<file path="src/pced_map.vh">
`ifndef PCED_MAP_VH
`define PCED_MAP_VH
// Register byte offsets on the APB slave
`define PCED_OFF_PA_RISE 12'h000
`define PCED_OFF_PA_FALL 12'h004
`define PCED_OFF_PA_FLAG 12'h008
`define PCED_OFF_PB_RISE 12'h00C
`define PCED_OFF_PB_FALL 12'h010
`define PCED_OFF_PB_FLAG 12'h014
`define PCED_OFF_PC_RISE 12'h018
`define PCED_OFF_PC_FALL 12'h01C
`define PCED_OFF_PC_FLAG 12'h020
`define PCED_OFF_CTRL 12'h024
`define PCED_OFF_IRQ_STAT 12'h028
`define PCED_OFF_IRQ_MASK 12'h02C
// Field positions
`define PCED_CTRL_MEN_BIT 0
`define PCED_STAT_SUM_BIT 0
// Reset values
`define PCED_RST_BYTE 8'h00
`define PCED_RST_BIT 1'b0
`endif

</file>
<file path="src/pced_top.v">
// Design decisions made here: the placing of the registers and the APB interface to the registers.
`timescale 1ns/1ps
`include "pced_map.vh"
module pced_top #(
    parameter WIDTH = 8
) (
    input wire REF_CLK, // 40 MHz system clock
    input wire SRST, // Synchronous reset, active high
    input wire [WIDTH-1:0] PORTA_PIN, // Port A pins
    input wire [WIDTH-1:0] PORTB_PIN, // Port B pins
    input wire [WIDTH-1:0] PORTC_PIN, // Port C pins
    input wire PSEL, // APB select
    input wire PENABLE, // APB access phase
    input wire PWRITE, // APB direction
    input wire [11:0] PADDR, // APB byte address
    input wire [31:0] PWDATA, // APB write data
    output wire [31:0] PRDATA, // APB read data
    output wire PREADY, // APB ready
    output wire PSLVERR, // APB error
    output wire CHANGE_SUMMARY_FLAG, // OR of all pin flags
    output wire IRQ // Level interrupt
);
    reg [WIDTH-1:0] rise_en_ff [0:2];
    reg [WIDTH-1:0] fall_en_ff [0:2];
    reg master_en_ff;
    reg stat_ff;
    reg mask_ff;
    reg sum_prev_ff;
    reg [31:0] rdata_ff;
    reg [31:0] nxt_rdata;
    wire [WIDTH-1:0] pin_raw [0:2];
    wire [WIDTH-1:0] pin_lvl [0:2];
    wire [WIDTH-1:0] flags [0:2];
    wire [WIDTH-1:0] hits [0:2];
    wire [2:0] flag_we;
    wire acc;
    wire wr;
    wire sum;
    wire sum_rise;
    genvar g;

    ////////////////////////////////////////////////////////////////////////
    // Register decode helpers, used by both the write and read paths
    function [1:0] port_of;
        input [11:0] a;
        begin
            if (a < `PCED_OFF_PB_RISE) begin
                port_of = 2'h0;
            end else if (a < `PCED_OFF_PC_RISE) begin
                port_of = 2'h1;
            end else begin
                port_of = 2'h2;
            end
        end
    endfunction

    function [1:0] kind_of;
        input [11:0] a;
        reg [11:0] rel;
        begin
            // Widen the port index before scaling so the product cannot wrap
            rel = a - ({10'h000, port_of(a)} * 12'h00C);
            kind_of = rel[3:2];
        end
    endfunction

    function in_port_range;
        input [11:0] a;
        begin
            in_port_range = (a <= `PCED_OFF_PC_FLAG) && (a[1:0] == 2'h0);
        end
    endfunction

    ////////////////////////////////////////////////////////////////////////
    // APB access: zero wait states, errors on unmapped or misaligned address
    assign acc = PSEL & PENABLE;
    assign wr = acc & PWRITE;
    assign PREADY = 1'b1;
    assign PSLVERR = acc & ~(in_port_range(PADDR) || PADDR == `PCED_OFF_CTRL
        || PADDR == `PCED_OFF_IRQ_STAT || PADDR == `PCED_OFF_IRQ_MASK);

    ////////////////////////////////////////////////////////////////////////
    // Per-port synchroniser, edge detector and flag register
    assign pin_raw[0] = PORTA_PIN;
    assign pin_raw[1] = PORTB_PIN;
    assign pin_raw[2] = PORTC_PIN;

    generate
        for (g = 0; g < 3; g = g + 1) begin : g_port
            assign flag_we[g] = wr && in_port_range(PADDR) && port_of(PADDR) == g
                && kind_of(PADDR) == 2'h2;

            pced_sync #(.WIDTH(WIDTH)) u_sync (
                .clk(REF_CLK),
                .srst(SRST),
                .din(pin_raw[g]),
                .dout(pin_lvl[g])
            );

            pced_port #(.WIDTH(WIDTH)) u_port (
                .clk(REF_CLK),
                .srst(SRST),
                .pin_lvl(pin_lvl[g]),
                .rise_en(rise_en_ff[g]),
                .fall_en(fall_en_ff[g]),
                .flag_we(flag_we[g]),
                .flag_wdata(PWDATA[WIDTH-1:0]),
                .flags(flags[g]),
                .edge_hit(hits[g])
            );

            // Enable registers for this port
            always @(posedge REF_CLK) begin
                if (SRST) begin
                    rise_en_ff[g] <= `PCED_RST_BYTE;
                    fall_en_ff[g] <= `PCED_RST_BYTE;
                end else if (wr && in_port_range(PADDR) && port_of(PADDR) == g) begin
                    if (kind_of(PADDR) == 2'h0) begin
                        rise_en_ff[g] <= PWDATA[WIDTH-1:0];
                    end
                    if (kind_of(PADDR) == 2'h1) begin
                        fall_en_ff[g] <= PWDATA[WIDTH-1:0];
                    end
                end
            end
        end
    endgenerate

    ////////////////////////////////////////////////////////////////////////
    // Summary flag follows the live flags, so clearing all flags drops it
    assign sum = |{flags[0], flags[1], flags[2]};
    assign CHANGE_SUMMARY_FLAG = sum;
    assign sum_rise = sum & ~sum_prev_ff;

    ////////////////////////////////////////////////////////////////////////
    // Master enable, sticky status (write one to clear), mask
    always @(posedge REF_CLK) begin
        if (SRST) begin
            master_en_ff <= `PCED_RST_BIT;
            stat_ff <= `PCED_RST_BIT;
            mask_ff <= `PCED_RST_BIT;
            sum_prev_ff <= `PCED_RST_BIT;
        end else begin
            sum_prev_ff <= sum;
            if (wr && PADDR == `PCED_OFF_CTRL) begin
                master_en_ff <= PWDATA[`PCED_CTRL_MEN_BIT];
            end
            if (wr && PADDR == `PCED_OFF_IRQ_MASK) begin
                mask_ff <= PWDATA[`PCED_STAT_SUM_BIT];
            end
            // A new summary event beats a simultaneous clear
            if (sum_rise) begin
                stat_ff <= 1'b1;
            end else if (wr && PADDR == `PCED_OFF_IRQ_STAT && PWDATA[`PCED_STAT_SUM_BIT]) begin
                stat_ff <= 1'b0;
            end
        end
    end

    // Master enable gates only the request; detection keeps running
    assign IRQ = master_en_ff & mask_ff & stat_ff;

    ////////////////////////////////////////////////////////////////////////
    // Read mux, registered so PRDATA comes from flip-flops
    always @* begin
        nxt_rdata = 32'h00000000;
        if (in_port_range(PADDR)) begin
            case (kind_of(PADDR))
                2'h0: nxt_rdata[WIDTH-1:0] = rise_en_ff[port_of(PADDR)];
                2'h1: nxt_rdata[WIDTH-1:0] = fall_en_ff[port_of(PADDR)];
                2'h2: nxt_rdata[WIDTH-1:0] = flags[port_of(PADDR)];
                default: nxt_rdata = 32'h00000000;
            endcase
        end else if (PADDR == `PCED_OFF_CTRL) begin
            nxt_rdata[`PCED_CTRL_MEN_BIT] = master_en_ff;
        end else if (PADDR == `PCED_OFF_IRQ_STAT) begin
            nxt_rdata[`PCED_STAT_SUM_BIT] = stat_ff;
        end else if (PADDR == `PCED_OFF_IRQ_MASK) begin
            nxt_rdata[`PCED_STAT_SUM_BIT] = mask_ff;
        end
    end

    // Captured in setup phase so data is stable through the access cycle
    always @(posedge REF_CLK) begin
        if (SRST) begin
            rdata_ff <= 32'h00000000;
        end else if (PSEL && !PENABLE && !PWRITE) begin
            rdata_ff <= nxt_rdata;
        end
    end
    assign PRDATA = rdata_ff;
endmodule // pced_top

</file>
<file path="src/pced_sync.v">
`timescale 1ns/1ps
// Three-stage pin synchroniser with agreement filter
module pced_sync #(
    parameter WIDTH = 8
) (
    input wire clk, // System clock
    input wire srst, // Synchronous reset
    input wire [WIDTH-1:0] din, // Asynchronous pins
    output wire [WIDTH-1:0] dout // Filtered level
);
    reg [WIDTH-1:0] s1_ff;
    reg [WIDTH-1:0] s2_ff;
    reg [WIDTH-1:0] s3_ff;
    reg [WIDTH-1:0] lvl_ff;
    ////////////////////////////////////////////////////////////////////////
    // First stage feeds only the second; level moves when stages 2 and 3 agree
    always @(posedge clk) begin
        if (srst) begin
            s1_ff <= {WIDTH{1'b0}};
            s2_ff <= {WIDTH{1'b0}};
            s3_ff <= {WIDTH{1'b0}};
            lvl_ff <= {WIDTH{1'b0}};
        end else begin
            s1_ff <= din;
            s2_ff <= s1_ff;
            s3_ff <= s2_ff;
            lvl_ff <= (s2_ff & s3_ff) | (lvl_ff & (s2_ff | s3_ff));
        end
    end
    assign dout = lvl_ff;
endmodule // pced_sync

</file>
<file path="src/pced_port.v">
`timescale 1ns/1ps
`include "pced_map.vh"
// Edge detector and flag register for one 8-bit port
module pced_port #(
    parameter WIDTH = 8
) (
    input wire clk, // System clock
    input wire srst, // Synchronous reset
    input wire [WIDTH-1:0] pin_lvl, // Synchronised pin levels
    input wire [WIDTH-1:0] rise_en, // Rising enables
    input wire [WIDTH-1:0] fall_en, // Falling enables
    input wire flag_we, // Software write to flags
    input wire [WIDTH-1:0] flag_wdata, // Written flag value
    output wire [WIDTH-1:0] flags, // Flag state
    output wire [WIDTH-1:0] edge_hit // Qualified edge this cycle
);
    reg [WIDTH-1:0] prev_ff;
    reg [WIDTH-1:0] flag_ff;
    reg [WIDTH-1:0] nxt_flag;
    wire [WIDTH-1:0] rise_hit;
    wire [WIDTH-1:0] fall_hit;
    ////////////////////////////////////////////////////////////////////////
    // Edge = current sample differs from previous cycle's sample
    assign rise_hit = pin_lvl & ~prev_ff & rise_en;
    assign fall_hit = ~pin_lvl & prev_ff & fall_en;
    assign edge_hit = rise_hit | fall_hit;
    // Hardware set wins over any software write in the same cycle
    always @* begin
        nxt_flag = flag_ff;
        if (flag_we) begin
            nxt_flag = flag_wdata;
        end
        nxt_flag = nxt_flag | edge_hit;
    end
    // Sample history seeds from reset level, so no edge fakes itself at release
    always @(posedge clk) begin
        if (srst) begin
            prev_ff <= {WIDTH{1'b0}};
            flag_ff <= {WIDTH{1'b0}};
        end else begin
            prev_ff <= pin_lvl;
            flag_ff <= nxt_flag;
        end
    end
    assign flags = flag_ff;
endmodule // pced_port

</file>
<file path="config.mk">
export PLATFORM = sky130hd
export DESIGN_NAME = pced_top
export DESIGN_NICKNAME = d
export VERILOG_FILES = /design/src/pced_top.v /design/src/pced_sync.v /design/src/pced_port.v
export VERILOG_INCLUDE_DIRS = /design/src
export SDC_FILE = /design/constraint.sdc
export NUM_CORES = 1
export LEC_CHECK = 0
export BUFFER_PORTS_ARGS = -buffer_cell sky130_fd_sc_hd__buf_2
export CORE_UTILIZATION = 42
export CTS_CLUSTER_SIZE = 28
export DETAILED_ROUTE_END_ITERATION = 12
export SLEW_MARGIN = 10
export SYNTH_ARGS = -nofsm -noshare
export SYNTH_HDL_FRONTEND = slang
export SYNTH_SLANG_ARGS = --single-unit
</file>
<file path="constraint.sdc">
create_clock -name REF_CLK -period 5.2 [get_ports REF_CLK]
set_clock_uncertainty 0.05 [all_clocks]
set_input_delay 0.52 -clock REF_CLK [delete_from_list [all_inputs] [get_ports REF_CLK]]
set_output_delay 0.52 -clock REF_CLK [all_outputs]
set_load 0.01 [all_outputs]
</file>
==> impl_table.tex <==
\begin{tabular}{lr}
\hline
Metric & Value \\
\hline
\multicolumn{2}{l}{\textbf{Critical path}} \\
Reg-to-reg startpoint & g\_port[2].u\_port.flags[6] \\
Worst setup SP type & primary input \\
CP endpoint kind & flip-flop \\
Worst path required time & 5520 ps \\
Largest driver fanout on the critical path & 28 \\
Worst R2R End & stat\_ff \\
Worst Reg2Reg Path Length in Cells & 5 \\
Path type of the worst setup path & primary input to flip-flop \\
Flop-to-flop setup slack & about 3600 ps \\
Arrival time at the worst endpoint & 3950 ps \\
Startpoint of the most critical setup path & PADDR[11] \\
\multicolumn{2}{l}{\textbf{Synth}} \\
Ys Warns & 0 \\
Synth area leader & dfxtp\_1 \\
Share of Yosys cell area claimed by the top area cell type & a little over a third \\
Synthesized flop and latch total & slightly above 200 \\
Top cells by area in the synthesized netlist & dfxtp\_1 35\%, edfxtp\_1 16\%, nor2b\_1 6.9\% \\
Number of different library cells in the post-synthesis netlist & between 50 and 60 \\
Number of synthesized flops with an enable pin & 48 \\
Cell area after synthesis & $\sim$9000 um\^{}2 \\
Synth Instances & between 800 and 900 \\
Synth top cells by count & 156 x dfxtp\_1, 97 x nor2b\_1, 50 x mux2i\_1 \\
Syn Area/Cell & about 11 um\^{}2 \\
Asr flop ratio synth & 0\% \\
Leading register cell type out of synthesis & dfxtp\_1 \\
Most frequently used cell type in the post-synthesis netlist & dfxtp\_1 \\
Proportion of synthesized chip area in sequential cells & between 50\% and 60\% \\
\multicolumn{2}{l}{\textbf{Power and ir drop}} \\
Net Sw Power & around 0.77 mW \\
Clock power share & a little under half \\
Logic pwr share & under 10\% \\
Proportion of power drawn by flip-flops and latches & between 40 and 50\% \\
Internal power component & roughly 2.8 mW \\
Peak VDD IR & between 200 and 300 uV \\
Power density cells & approximately 350 nW/um\^{}2 \\
Leakage power summed over all cells & roughly 3.7 nW \\
Switching Fraction & 21.9\% \\
\multicolumn{2}{l}{\textbf{Min path}} \\
End of the worst hold path & g\_port[0].u\_sync.s1\_ff[5] \\
Hold\_sp & PORTA\_PIN[5] \\
Hold-critical path depth & 2 \\
Hold WC Path Type & primary input to flip-flop \\
\multicolumn{2}{l}{\textbf{Cells and area}} \\
Layout cells sized above 1 & between 10\% and 20\% \\
Fin cells & about 1.2k \\
Final core occ & 49.1\% \\
Final Net Count & 952 \\
Number of inserted filler cells in the final layout & around 1.9k \\
Area of the multi-input gates & 3870 um\^{}2 \\
Sequential cell area & 4560 um\^{}2 \\
Antenna cell count & 0 \\
Synthesis-to-layout area growth & 13.3\% \\
\multicolumn{2}{l}{\textbf{Place}} \\
Placed wire-length estimate & approximately 13 mm \\
Placed cell count & between 1k and 1.5k \\
Final GP Congestion & a little over 0.8 \\
Buffers on Ports & 59 \\
\multicolumn{2}{l}{\textbf{Clock tree}} \\
Buffer depth of the longest clock path & 3 \\
Clock tree from TritonCTS & done \\
H-tree depth & 1 \\
Number of gates resized after CTS & 0 \\
Clock insertion delay at the later pin of the skew report & approximately 500 ps \\
Clock sink count & slightly above 200 \\
Setup fix buffers added after clock tree synthesis & 0 \\
CTS Hold Bufs & 0 \\
Clock-pin slew reported for the worst setup and hold paths after clock tree synthesis & $\sim$60 ps \\
Number of clock buffers inserted by TritonCTS & 23 \\
Root buffer cell & clkbuf\_16 \\
\multicolumn{2}{l}{\textbf{Routing}} \\
Final antenna-violating net count & 0 \\
Detailed-route wire length & about 20 mm \\
DRT iter0 DRCs & about 380 \\
Router iterations before antenna repair & 5 \\
Via count & approximately 6.1k \\
DRC errors left & 0 \\
Average wire per cell in the routed design & 17.1 um \\
Post-detailed-route via-to-cell ratio & about 5.3 \\
\multicolumn{2}{l}{\textbf{STA}} \\
Final worst path period need & between 3000 and 4000 ps \\
RSZ-0062 raised after global routing & no \\
Final-report hold violation count & 0 \\
Maximum clock rate & $\sim$0.28 GHz \\
Setup tns final & 0 ps \\
Final clock period utilization by the worst path & about 70\% \\
Slew at the pin closest to its max-slew limit & roughly 860 ps \\
Max-slew headroom at the worst pin & between 40\% and 50\% \\
Total of endpoints with negative setup slack in the final report & 0 \\
Max-slew violation count & 0 \\
\multicolumn{2}{l}{\textbf{Floorplanning}} \\
Site row count & between 50 and 60 \\
Core region area & between 20000 and 25000 um\^{}2 \\
Floorplan die width & approximately 150 um \\
Die area & 21700 um\^{}2 \\
I/O pin count & roughly 110 \\
Floorplan die height & roughly 150 um \\
Starting Density & between 40\% and 50\% \\
\multicolumn{2}{l}{\textbf{Global routing}} \\
Largest net degree at the start of global routing & 94 \\
Congestion Overflow GR & 0 \\
Antenna violations before repair & 0 \\
Via count of the first global-routing pass & approximately 5.7k \\
Aggregate global-route resource usage & 18.7\% \\
Global-route wire length before repair & 31.5 mm \\
\multicolumn{2}{l}{\textbf{Job}} \\
Max-capacitance violation count & 0 \\
\multicolumn{2}{l}{\textbf{Run status}} \\
Status & complete, no violations \\
\hline
\end{tabular}
power groups by stage:
stage	combinational [mW]	clock, mW	sequential [mW]
after floorplan	0.144	0	1.72
after global placement	0.191	0	1.72
after detailed placement	0.194	0	1.73
after CTS	0.194	1.68	1.69
after global routing	0.211	1.76	1.70
final	0.193	1.65	1.69
per-stage QoR:
step	setup WS, ps	hold slack (ps)	total power [mW]	instance area (um^2)
after global routing	1350	164	3.66	10000
after global placement	1120	367	1.92	9250
after CTS	1600	161	3.57	10000
after detailed placement	1100	370	1.92	9250
final	1570	179	3.53	10000
after floorplan	1560	364	1.86	8940
layout make-up:
type / instances / area share (%)
timing repair buffer: 68 / 3.68
sequential: 204 / 45.5
clock buffer: 32 / 6.47
multi-input combinational: 552 / 38.6
inverter: 29 / 1.08
tap: 270 / 3.37
clock inverter: 10 / 1.31
cells by family (layout without fill, tap and decap cells):
group / after synthesis / count (layout) / share of synthesized area, %
mux: 50 / 50 / 5.65
compound gates: 166 / 166 / 13.6
flops: 204 / 204 / 51.6
buf+inv: 103 / 139 / 5.67
simple gates: 309 / 309 / 23.2
xor+xnor: 1 / 1 / 0.0989
other cells: 2 / 25 / 0.0848
fa+ha+maj: 1 / 1 / 0.141
state kept, by name, indices dropped and copies added, names as in the netlist:
signal	count
g_port.u_sync.dout	24
g_port.u_port.prev_ff	24
PRDATA	8
g_port.u_port.flags	24
g_port.u_sync.s2_ff	24
master_en_ff	1
sum_prev_ff	1
mask_ff	1
g_port.u_sync.s3_ff	24
g_port.u_sync.s1_ff	24
stat_ff	1
rise_en_ff	24
fall_en_ff	24
critical path, cell delays in order:
cell and delay, ps:
buf_2 110, nor4_4 560, nand3_4 440, nor2_1 210, ha_1 220, xor2_1 350
a31oi_4 110, or3_4 540, nor4_4 650, and2_1 230
per-layer routing:
layer  track usage, %  routed length (um)
met5                0                   0
met4             7.37                 675
met3             3.14                1090
met2             28.6                8910
met1             26.2                9280
worst max path at each step:
stage | end | slack [ps] | cells past startpoint
global placement | fall_en_ff[0][3] | 1120 | 10
detailed placement | fall_en_ff[0][3] | 1100 | 10
global route | fall_en_ff[0][3] | 1350 | 10
CTS | fall_en_ff[0][7] | 1600 | 10
finish | fall_en_ff[0][3] | 1570 | 10
floorplan | rise_en_ff[1][0] | 1560 | 11
cell usage in the layout (no fill, tap or decap), drive strengths merged, types with 8 or more instances in the layout:
cell type    n
a21oi       27
a22oi       24
a31oi       26
and2        50
buf         68
clkbuf      32
conb        25
dfxtp      156
edfxtp      48
inv         30
mux2i       50
nand2       38
nand3b      49
nand4b      24
nor2         9
nor2b       97
nor4        13
o21a         8
o21ai       30
o221ai      24
Note: power is estimated with default switching activity, not from simulation.
